$ cat src/core/acrb_pkg.sv
// ---------------------------------------------------------------------------
// acrb_pkg : register map, field layout, reset values and carrier structs
// ---------------------------------------------------------------------------
// assumes an apb slave with 32-bit data; registers sit in the low byte
package acrb_pkg;

   // -----------------------------------------------------------------------
   // register indices and byte addresses
   // -----------------------------------------------------------------------
   localparam logic [7:0] IDX_POWER_SPEED  = 8'h63;
   localparam logic [7:0] IDX_TEST_PATTERN = 8'h65;
   localparam logic [7:0] IDX_FINE_AMP     = 8'h68;
   localparam logic [7:0] IDX_USER_LOW     = 8'h69;
   localparam logic [7:0] IDX_USER_HIGH    = 8'h6a;
   localparam logic [7:0] IDX_OUT_STYLE    = 8'h6c;
   localparam logic [7:0] IDX_BIAS_SOURCE  = 8'h6d;
   localparam logic [7:0] IDX_REG_CLEAR    = 8'h6e;
   localparam logic [7:0] IDX_LINE_DRIVER  = 8'h7e;
   localparam logic [7:0] IDX_CURR_MULT    = 8'h7f;
   localparam int         ADDR_W           = 10;
   localparam int         ADDR_LSB         = 2;

   // -----------------------------------------------------------------------
   // field positions
   // -----------------------------------------------------------------------
   localparam int LOW_RATE_BIT    = 0;
   localparam int NUM_FORMAT_BIT  = 3;
   localparam int POWER_DOWN_BIT  = 7;
   localparam int PATTERN_LSB     = 5;
   localparam int GAIN_MSB_BIT    = 3;
   localparam int STYLE_LSB       = 3;
   localparam int EXT_REF_BIT     = 4;
   localparam int CLEAR_BIT       = 0;
   localparam int CURR_LSB        = 0;
   localparam int CLK_TERM_LSB    = 2;
   localparam int DATA_TERM_LSB   = 5;
   localparam int MULT_LSB        = 6;

   // -----------------------------------------------------------------------
   // reset values and codes
   // -----------------------------------------------------------------------
   localparam logic [7:0]  RST_ZERO       = 8'h00;
   localparam logic [7:0]  RST_FINE_AMP   = 8'h09;
   localparam logic [3:0]  GAIN_ZERO_DB   = 4'h8;
   localparam logic [2:0]  GAIN_ONE_DB    = 3'h1;
   localparam logic [15:0] WORD_ZERO      = 16'h0000;
   localparam logic [15:0] WORD_ONES      = 16'hffff;
   localparam logic [15:0] TOGGLE_SEED    = 16'h5555;
   localparam logic [15:0] RAMP_STEP      = 16'h0001;
   localparam logic [15:0] SIGN_FLIP      = 16'h8000;
   localparam logic [31:0] RDATA_ZERO     = 32'h0000_0000;

   typedef enum logic [2:0] {
      PAT_NORMAL = 3'h0,
      PAT_ZEROS  = 3'h1,
      PAT_ONES   = 3'h2,
      PAT_TOGGLE = 3'h3,
      PAT_RAMP   = 3'h4,
      PAT_USER   = 3'h5
   } acrb_pattern_t;

   typedef enum logic [1:0] {
      STYLE_PIN  = 2'h0,
      STYLE_LVDS = 2'h1,
      STYLE_PIN2 = 2'h2,
      STYLE_CMOS = 2'h3
   } acrb_style_t;

   // -----------------------------------------------------------------------
   // carriers
   // -----------------------------------------------------------------------
   typedef struct packed {
      logic        psel;
      logic        penable;
      logic        pwrite;
      logic [ADDR_W-1:0] paddr;
      logic [31:0] pwdata;
   } acrb_apb_req_t;

   typedef struct packed {
      logic        pready;
      logic        pslverr;
      logic [31:0] prdata;
   } acrb_apb_rsp_t;

   typedef struct packed {
      logic        global_power_down;
      logic        low_rate_mode;
      logic        external_reference;
      logic        lvds_selected;
      logic [2:0]  clk_termination;
      logic [2:0]  data_termination;
      logic [1:0]  drive_current;
      logic [1:0]  clk_current_mult;
      logic        data_current_double;
      logic [2:0]  gain_db;
   } acrb_ctrl_t;

   typedef struct packed {
      logic [7:0] power_and_speed_control;
      logic [7:0] test_pattern_select;
      logic [7:0] fine_amplification;
      logic [7:0] user_pattern_low;
      logic [7:0] user_pattern_high;
      logic [7:0] output_style_control;
      logic [7:0] bias_source_control;
      logic [7:0] line_driver_setup;
      logic [7:0] driver_current_multiplier;
   } acrb_regs_t;

endpackage

$ cat src/core/acrb_config_bank.sv
// ---------------------------------------------------------------------------
// acrb_config_bank : converter configuration registers behind an apb slave,
// with the test-pattern / format stage on the sample path
// ---------------------------------------------------------------------------
// assumes samples arrive on pclk with a one-cycle valid strobe; the format
// select pin is asynchronous and is synchronised here
//
// Our own choice: the APB slave port.
`timescale 1ns/10ps

// Contract
// - bit0 power reg: low-rate mode select
// - bit7 power reg: global power down
// - bit3: twos complement or offset binary
// - pattern 000 normal, 001 zeros, 010 ones
// - pattern 011 alternating toggle, inverts each word
// - pattern 100 ramp wraps at ffff
// - pattern 101 outputs user word
// - gain codes 1000..1110 map 0..6 dB
// - gain resets to code 1001
// - register 69 gives user bits 7..0
// - register 6a gives user bits 15..8
// - style reset value: pin chooses interface
// - style 01 forces ddr lvds
// - style 11 forces parallel cmos
// - reference bit4 selects external reference
// - writing 1 to 6e bit0 restores defaults
// - driver current field, 00 default
// - clock termination field, 000 off
// - data termination field, same encoding
// - current multiplier field per code
// - one write updates several fields
module acrb_config_bank
   import acrb_pkg::*;
(
   input  wire logic                    pclk,
   input  wire logic                    presetn,
   input  wire acrb_pkg::acrb_apb_req_t apb_req,
   output acrb_pkg::acrb_apb_rsp_t      apb_rsp,
   input  wire logic                    format_select_pin,
   input  wire logic [15:0]             sample_in,
   input  wire logic                    sample_in_valid,
   output logic [15:0]                  sample_out,
   output logic                         sample_out_valid,
   output acrb_pkg::acrb_ctrl_t         ctrl
);
   import acrb_pkg::*;

   // -----------------------------------------------------------------------
   // state
   // -----------------------------------------------------------------------
   typedef struct packed {
      acrb_regs_t    regs;
      logic          pin_meta;
      logic          pin_sync;
      logic [15:0]   ramp;
      logic [15:0]   toggle;
      logic [15:0]   out_word;
      logic          out_valid;
      acrb_apb_rsp_t rsp;
      acrb_ctrl_t    ctrl;
   } acrb_state_t;

   acrb_state_t state_reg;
   acrb_state_t state_next;

   localparam acrb_regs_t REGS_DEFAULT = '{
      power_and_speed_control:   RST_ZERO,
      test_pattern_select:       RST_ZERO,
      fine_amplification:        RST_FINE_AMP,
      user_pattern_low:          RST_ZERO,
      user_pattern_high:         RST_ZERO,
      output_style_control:      RST_ZERO,
      bias_source_control:       RST_ZERO,
      line_driver_setup:         RST_ZERO,
      driver_current_multiplier: RST_ZERO
   };

   localparam acrb_state_t STATE_RESET = '{
      regs:      REGS_DEFAULT,
      pin_meta:  1'b0,
      pin_sync:  1'b0,
      ramp:      WORD_ZERO,
      toggle:    TOGGLE_SEED,
      out_word:  WORD_ZERO,
      out_valid: 1'b0,
      rsp:       '0,
      ctrl:      '0
   };

   // -----------------------------------------------------------------------
   // helpers
   // -----------------------------------------------------------------------
   // gain code to dB; top bit clear acts as 1 dB
   function automatic logic [2:0] gain_of(input logic [7:0] r);
      if (!r[GAIN_MSB_BIT]) begin
         gain_of = GAIN_ONE_DB;
      end else begin
         gain_of = r[2:0];
      end
   endfunction

   function automatic logic [7:0] read_of(input acrb_regs_t g, input logic [7:0] idx);
      case (idx)
         IDX_POWER_SPEED:  read_of = g.power_and_speed_control;
         IDX_TEST_PATTERN: read_of = g.test_pattern_select;
         IDX_FINE_AMP:     read_of = g.fine_amplification;
         IDX_USER_LOW:     read_of = g.user_pattern_low;
         IDX_USER_HIGH:    read_of = g.user_pattern_high;
         IDX_OUT_STYLE:    read_of = g.output_style_control;
         IDX_BIAS_SOURCE:  read_of = g.bias_source_control;
         IDX_LINE_DRIVER:  read_of = g.line_driver_setup;
         IDX_CURR_MULT:    read_of = g.driver_current_multiplier;
         default:          read_of = RST_ZERO;
      endcase
   endfunction

   function automatic logic mapped(input logic [7:0] idx);
      mapped = (idx == IDX_POWER_SPEED) || (idx == IDX_TEST_PATTERN) || (idx == IDX_FINE_AMP) ||
               (idx == IDX_USER_LOW) || (idx == IDX_USER_HIGH) || (idx == IDX_OUT_STYLE) ||
               (idx == IDX_BIAS_SOURCE) || (idx == IDX_REG_CLEAR) || (idx == IDX_LINE_DRIVER) ||
               (idx == IDX_CURR_MULT);
   endfunction

   // -----------------------------------------------------------------------
   // next state
   // -----------------------------------------------------------------------
   always_comb begin
      logic [7:0]    idx;
      logic [7:0]    wb;
      logic          setup;
      logic [15:0]   word;
      logic [15:0]   user;
      acrb_pattern_t pat;
      acrb_style_t   style;
      acrb_regs_t    r;

      state_next = state_reg;
      idx        = apb_req.paddr[ADDR_W-1:ADDR_LSB];
      wb         = apb_req.pwdata[7:0];
      setup      = apb_req.psel && !apb_req.penable;
      word       = WORD_ZERO;
      user       = WORD_ZERO;
      pat        = PAT_NORMAL;
      style      = STYLE_PIN;
      r          = state_reg.regs;

      // pin crosses in through two flops; only the second is used
      state_next.pin_meta = format_select_pin;
      state_next.pin_sync = state_reg.pin_meta;

      // zero-wait slave: answer in the access cycle right after setup
      state_next.rsp.pready  = setup;
      state_next.rsp.pslverr = setup && !mapped(idx);
      state_next.rsp.prdata  = RDATA_ZERO;
      if (setup && !apb_req.pwrite) begin
         state_next.rsp.prdata = {24'h00_0000, read_of(state_reg.regs, idx)};
      end

      // write lands at the access-phase edge, whole byte at once
      if (apb_req.psel && apb_req.penable && apb_req.pwrite && state_reg.rsp.pready) begin
         case (idx)
            IDX_POWER_SPEED:  state_next.regs.power_and_speed_control   = wb;
            IDX_TEST_PATTERN: state_next.regs.test_pattern_select       = wb;
            IDX_FINE_AMP:     state_next.regs.fine_amplification        = wb;
            IDX_USER_LOW:     state_next.regs.user_pattern_low          = wb;
            IDX_USER_HIGH:    state_next.regs.user_pattern_high         = wb;
            IDX_OUT_STYLE:    state_next.regs.output_style_control      = wb;
            IDX_BIAS_SOURCE:  state_next.regs.bias_source_control       = wb;
            IDX_LINE_DRIVER:  state_next.regs.line_driver_setup         = wb;
            IDX_CURR_MULT:    state_next.regs.driver_current_multiplier = wb;
            IDX_REG_CLEAR: begin
               if (wb[CLEAR_BIT]) begin
                  state_next.regs = REGS_DEFAULT;
               end
            end
            default: begin
            end
         endcase
      end

      // controls are taken from the next register state, so they update at the same edge as the registers
      r     = state_next.regs;
      pat   = acrb_pattern_t'(r.test_pattern_select[PATTERN_LSB +: 3]);
      style = acrb_style_t'(r.output_style_control[STYLE_LSB +: 2]);
      state_next.ctrl.global_power_down  = r.power_and_speed_control[POWER_DOWN_BIT];
      state_next.ctrl.low_rate_mode      = r.power_and_speed_control[LOW_RATE_BIT];
      state_next.ctrl.external_reference = r.bias_source_control[EXT_REF_BIT];
      state_next.ctrl.gain_db            = gain_of(r.fine_amplification);
      state_next.ctrl.drive_current      = r.line_driver_setup[CURR_LSB +: 2];
      state_next.ctrl.clk_termination    = r.line_driver_setup[CLK_TERM_LSB +: 3];
      state_next.ctrl.data_termination   = r.line_driver_setup[DATA_TERM_LSB +: 3];
      // multiplier: data doubles for 01 and 11; clock x2 for 01/10, x4 for 11
      state_next.ctrl.data_current_double = r.driver_current_multiplier[MULT_LSB];
      state_next.ctrl.clk_current_mult    = r.driver_current_multiplier[MULT_LSB +: 2];
      case (style)
         STYLE_LVDS: state_next.ctrl.lvds_selected = 1'b1;
         STYLE_CMOS: state_next.ctrl.lvds_selected = 1'b0;
         default:    state_next.ctrl.lvds_selected = state_reg.pin_sync;
      endcase

      // sample path; power-down parks the outputs low
      user = {r.user_pattern_high, r.user_pattern_low};
      state_next.out_valid = sample_in_valid && !state_next.ctrl.global_power_down;
      if (sample_in_valid) begin
         case (pat)
            PAT_NORMAL: begin
               word = sample_in;
               if (r.power_and_speed_control[NUM_FORMAT_BIT]) begin
                  word = sample_in ^ SIGN_FLIP;
               end
            end
            PAT_ZEROS:  word = WORD_ZERO;
            PAT_ONES:   word = WORD_ONES;
            PAT_TOGGLE: word = state_reg.toggle;
            PAT_RAMP:   word = state_reg.ramp;
            PAT_USER:   word = user;
            default:    word = WORD_ZERO;
         endcase
         state_next.toggle = ~state_reg.toggle;
         state_next.ramp   = state_reg.ramp + RAMP_STEP;
         if (pat != PAT_RAMP) begin
            state_next.ramp = WORD_ZERO;
         end
         if (pat != PAT_TOGGLE) begin
            state_next.toggle = TOGGLE_SEED;
         end
         state_next.out_word = state_next.ctrl.global_power_down ? WORD_ZERO : word;
      end else if (state_next.ctrl.global_power_down) begin
         state_next.out_word = WORD_ZERO;
      end
   end

   // -----------------------------------------------------------------------
   // registers
   // -----------------------------------------------------------------------
   always_ff @(posedge pclk or negedge presetn) begin
      if (!presetn) begin
         state_reg <= STATE_RESET;
      end else begin
         state_reg <= state_next;
      end
   end

   assign apb_rsp          = state_reg.rsp;
   assign sample_out       = state_reg.out_word;
   assign sample_out_valid = state_reg.out_valid;
   assign ctrl             = state_reg.ctrl;

endmodule

$ cat config.mk
export PLATFORM = sky130hd
export DESIGN_NAME = acrb_config_bank
export DESIGN_NICKNAME = d
export VERILOG_FILES = /design/src/core/acrb_pkg.sv /design/src/core/acrb_config_bank.sv
export SDC_FILE = /design/constraint.sdc
export NUM_CORES = 1
export LEC_CHECK = 0
export ABC_AREA = 1
export BUFFER_PORTS_ARGS = -buffer_cell sky130_fd_sc_hd__buf_4
export CAP_MARGIN = 20
export CORE_MARGIN = 2
export CORE_UTILIZATION = 33
export CTS_CLUSTER_SIZE = 25
export DETAILED_ROUTE_END_ITERATION = 7
export PLACE_DENSITY = 0.51
export SLEW_MARGIN = 40
export SYNTH_ARGS = -nofsm -noshare
export SYNTH_HDL_FRONTEND = slang
export SYNTH_SLANG_ARGS = --single-unit
$ cat constraint.sdc
create_clock -name pclk -period 2.1 [get_ports pclk]
set_input_delay 0.21 -clock pclk [delete_from_list [all_inputs] [get_ports pclk]]
set_output_delay 0.21 -clock pclk [all_outputs]
set_load 0.03 [all_outputs]
==> results.md <==
- Num CTS Buffers: 17
- Crit path DAT: 2240 ps
- Antenna Violating Nets Remaining: 0
- Compound-Gate Fraction of Synth Area: 0.112
- Clock group share of total power: 0.483
- Synthesized cell area: 7160 um2
- CTS tree: built
- Net load switching power: 0.00161 W
- Setup WS post-layout: 150 ps
- Worst Hold Class: in2reg
- Fmax: 0.513 GHz
- FF+latch count, synth: 137
- Status: complete, no violations
- Post-route DRC violation count: 0
- Site row count: 53
- Final Hold Violating Endpoints: 0
- Post-DR wirelength/cell: 16.9 um
- Reg clk slew, reported paths: 60 ps
- Sequential share of power: 0.430
- # fillers: 2,178
- Starting density of the core: 0.339
- Mean Syn Cell Area: 8.35 um2
- Port bufs: 83
- Initial DRT Pass Iterations: 7
- Synth Area in Adders: 0.00175
- H-Tree Depth: 4
- Area added between synthesis and finish: 23.5%
- Leakage dissipation: 4.38 nW
- Period utilisation layout: 0.928
- Layout Skew: 8.26 ps
- Xor/xnor share of the synthesized area: 0.00856
- Maximum VDD drop: 386 uV
- CP Data Required Time: 2390 ps
- Routed WL: 21.1 mm
- Core Area: 21,200 um2
- Dominant cell type by area after synthesis: dfrtp_1
- Slew headroom: 0.607
- Largest net degree at the start of global routing: 52
- Drt first-iter violations: 486
- Max-cap viol count: 0
- Yosys warning count: 0
- Worst setup SP type: register
- Crit end category: register
- Die Area: 22,900 um2
- DIE HEIGHT: 151 um
- Seq/Total Area, Yosys: 0.480
- Drt via density: 4.86
- Synth area leaders: dfrtp_1 44%, nand2_1 11%, buf_4 7.5%
- Power per Cell Area: 713 nW/um2
- Switching Share: 0.256
- Synth Area in Simple Gates: 0.264
- Placement Setup Slack: -73.9 ps
- Share of cells above drive strength 1: 0.241
- Max reg flops: 99
- CP startpoint: apb_rsp[33]
- Int Pwr: 0.00469 W
- Slew @ Worst Pin: 588 ps
- Crit path max fanout: 18
- Yosys cell types: 47
- Reg2reg start: apb_rsp[33]
- Clk Latency, worst-skew pair: 430 ps
- Min-delay src: apb_req[44]
- Overflow after GRT: 0
- Global Route Usage Sum: 0.193
- Crit Path Class: reg2reg
- IO Count: 134
- First-pass GRT wire length: 33.0 mm
- Setup TNS: 0 ps
- Slew Viols, Final: 0
- Final worst path period need: 1950 ps
- Initial antenna violation count: 0
- Setup violations, final: 0
- Final HPWL DP: 16.0 mm
- Gp weighted congestion: 0.885
- RSZ-0062 raised after global routing: no
- Main combinational cell family by area after synthesis: simple AND/OR/NAND/NOR gates
- CTS Buffer Depth: 2
- Synth top area share: 0.444
- Cell count after synthesis: 858
- Root Buffer: clkbuf_16
- Final net count: 1,032
- Antenna cells: 0
- Clock Sink Count: 137
- Multiplexer share of the synthesized area: 0
- Comb power frac: 0.087
- Via count: 6,093
- Horiz. Die Dim: 151 um
- Vias in the first global route: 5,812
-- worst paths after layout --
kind,endpoint,slack [ps],cells after the start
max reg2reg,state_reg[76],150,12
max,state_reg[76],150,12
max in group asynchronous,state_reg[79],1120,3
min in group asynchronous,state_reg[123],270,2
min,apb_rsp[33],30,3
min reg2reg,state_reg[101],350,0
-- kinds of logic after synthesis --
group	after synthesis
xor gates and xnor gates	7
buffers and inverters	174
AOI/OAI and AO/OA	130
adders and majority gates	1
other	1
and+or+nand+nor	408
DFF	137
-- routing by layer --
| metal | wire length (um) | GRT usage | part of all wire |
|---|---|---|---|
| met4 | 441 | 0.0603 | 0.021 |
| met5 | 0 | 0 | 0 |
| met1 | 10300 | 0.282 | 0.49 |
| met2 | 9240 | 0.284 | 0.44 |
| met3 | 1140 | 0.0434 | 0.054 |
-- synth_stat cells, drive strengths merged --
cell type and instances:
nand2 231, dfrtp 127, buf 86, inv 77, nand3 69, o21ai 60, nor2 58, nand4 37
o22ai 22, a221oi 12, a21oi 11, dfstp 10, o21a 9, clkbuf 7, nor3 7, a31oi 5
clkinv 4, xor2 4, nor3b 3, o2111ai 3, xnor2 3, a211oi 2, a22oi 2, nor4 2
a21boi 1, a31o 1, a32o 1, conb 1, ha 1, o21bai 1, or2 1
-- timing repair --
action,in CTS,in global routing
hold endpoints to repair,40,0
resized for setup,3,6
buffers inserted,0,3
hold buffers,3,0
setup endpoints to repair,21,33
-- power by group through the flow --
stage / Sequential, W / Combinational, W / Clock (W)
2_1_floorplan: 0.00275 / 0.000358 / 0
3_3_place_gp: 0.00276 / 0.000545 / 0
6_report: 0.00271 / 0.000550 / 0.00304
5_1_grt: 0.00272 / 0.000602 / 0.00321
4_1_cts: 0.00271 / 0.000554 / 0.00308
3_5_place_dp: 0.00276 / 0.000547 / 0
-- placed cells by master (no fill, tap or decap), drive strengths merged, types with 11 or more instances in the layout --
master	netlist	routed
o21ai	60	60
nand2	231	231
o22ai	22	22
nand3	69	69
a221oi	12	12
nand4	37	37
a21oi	11	11
nor2	58	58
inv	77	82
buf	86	156
conb	1	24
clkbuf	7	20
dfrtp	127	127
-- cell type report --
type | count | area, um2 | share of cell area
tap | 275 | 344 | 0.0389
clock buffer | 20 | 457 | 0.0516
timing repair buffer | 159 | 1270 | 0.144
multi-input combinational | 570 | 2890 | 0.326
clock inverter | 12 | 139 | 0.0157
sequential | 137 | 3440 | 0.389
inverter | 81 | 309 | 0.0349
-- worst max-delay path, stage by stage (launching register included) --
cell,delay (ps)
dfrtp_1,390
nand4_4,130
buf_6,180
nor2_4,120
nand2_1,100
nand2_4,120
buf_4,180
inv_6,80
nand2_2,120
nor2_4,50
buf_4,160
nand3_1,70
o21ai_0,100
-- through the flow --
step                 util  hold WS [ps]  cells  area, um2  total power [W]
global placement    0.386           183   1216       8160          0.00331
CTS                 0.416          10.5   1251       8800          0.00635
finish              0.418          26.4   1254       8850          0.00631
detailed placement  0.386           177   1216       8160          0.00331
global route        0.418          31.3   1254       8850          0.00653
floorplan               -         -85.6    881       7250          0.00311
No activity file was read; power rests on OpenSTA's default activity.
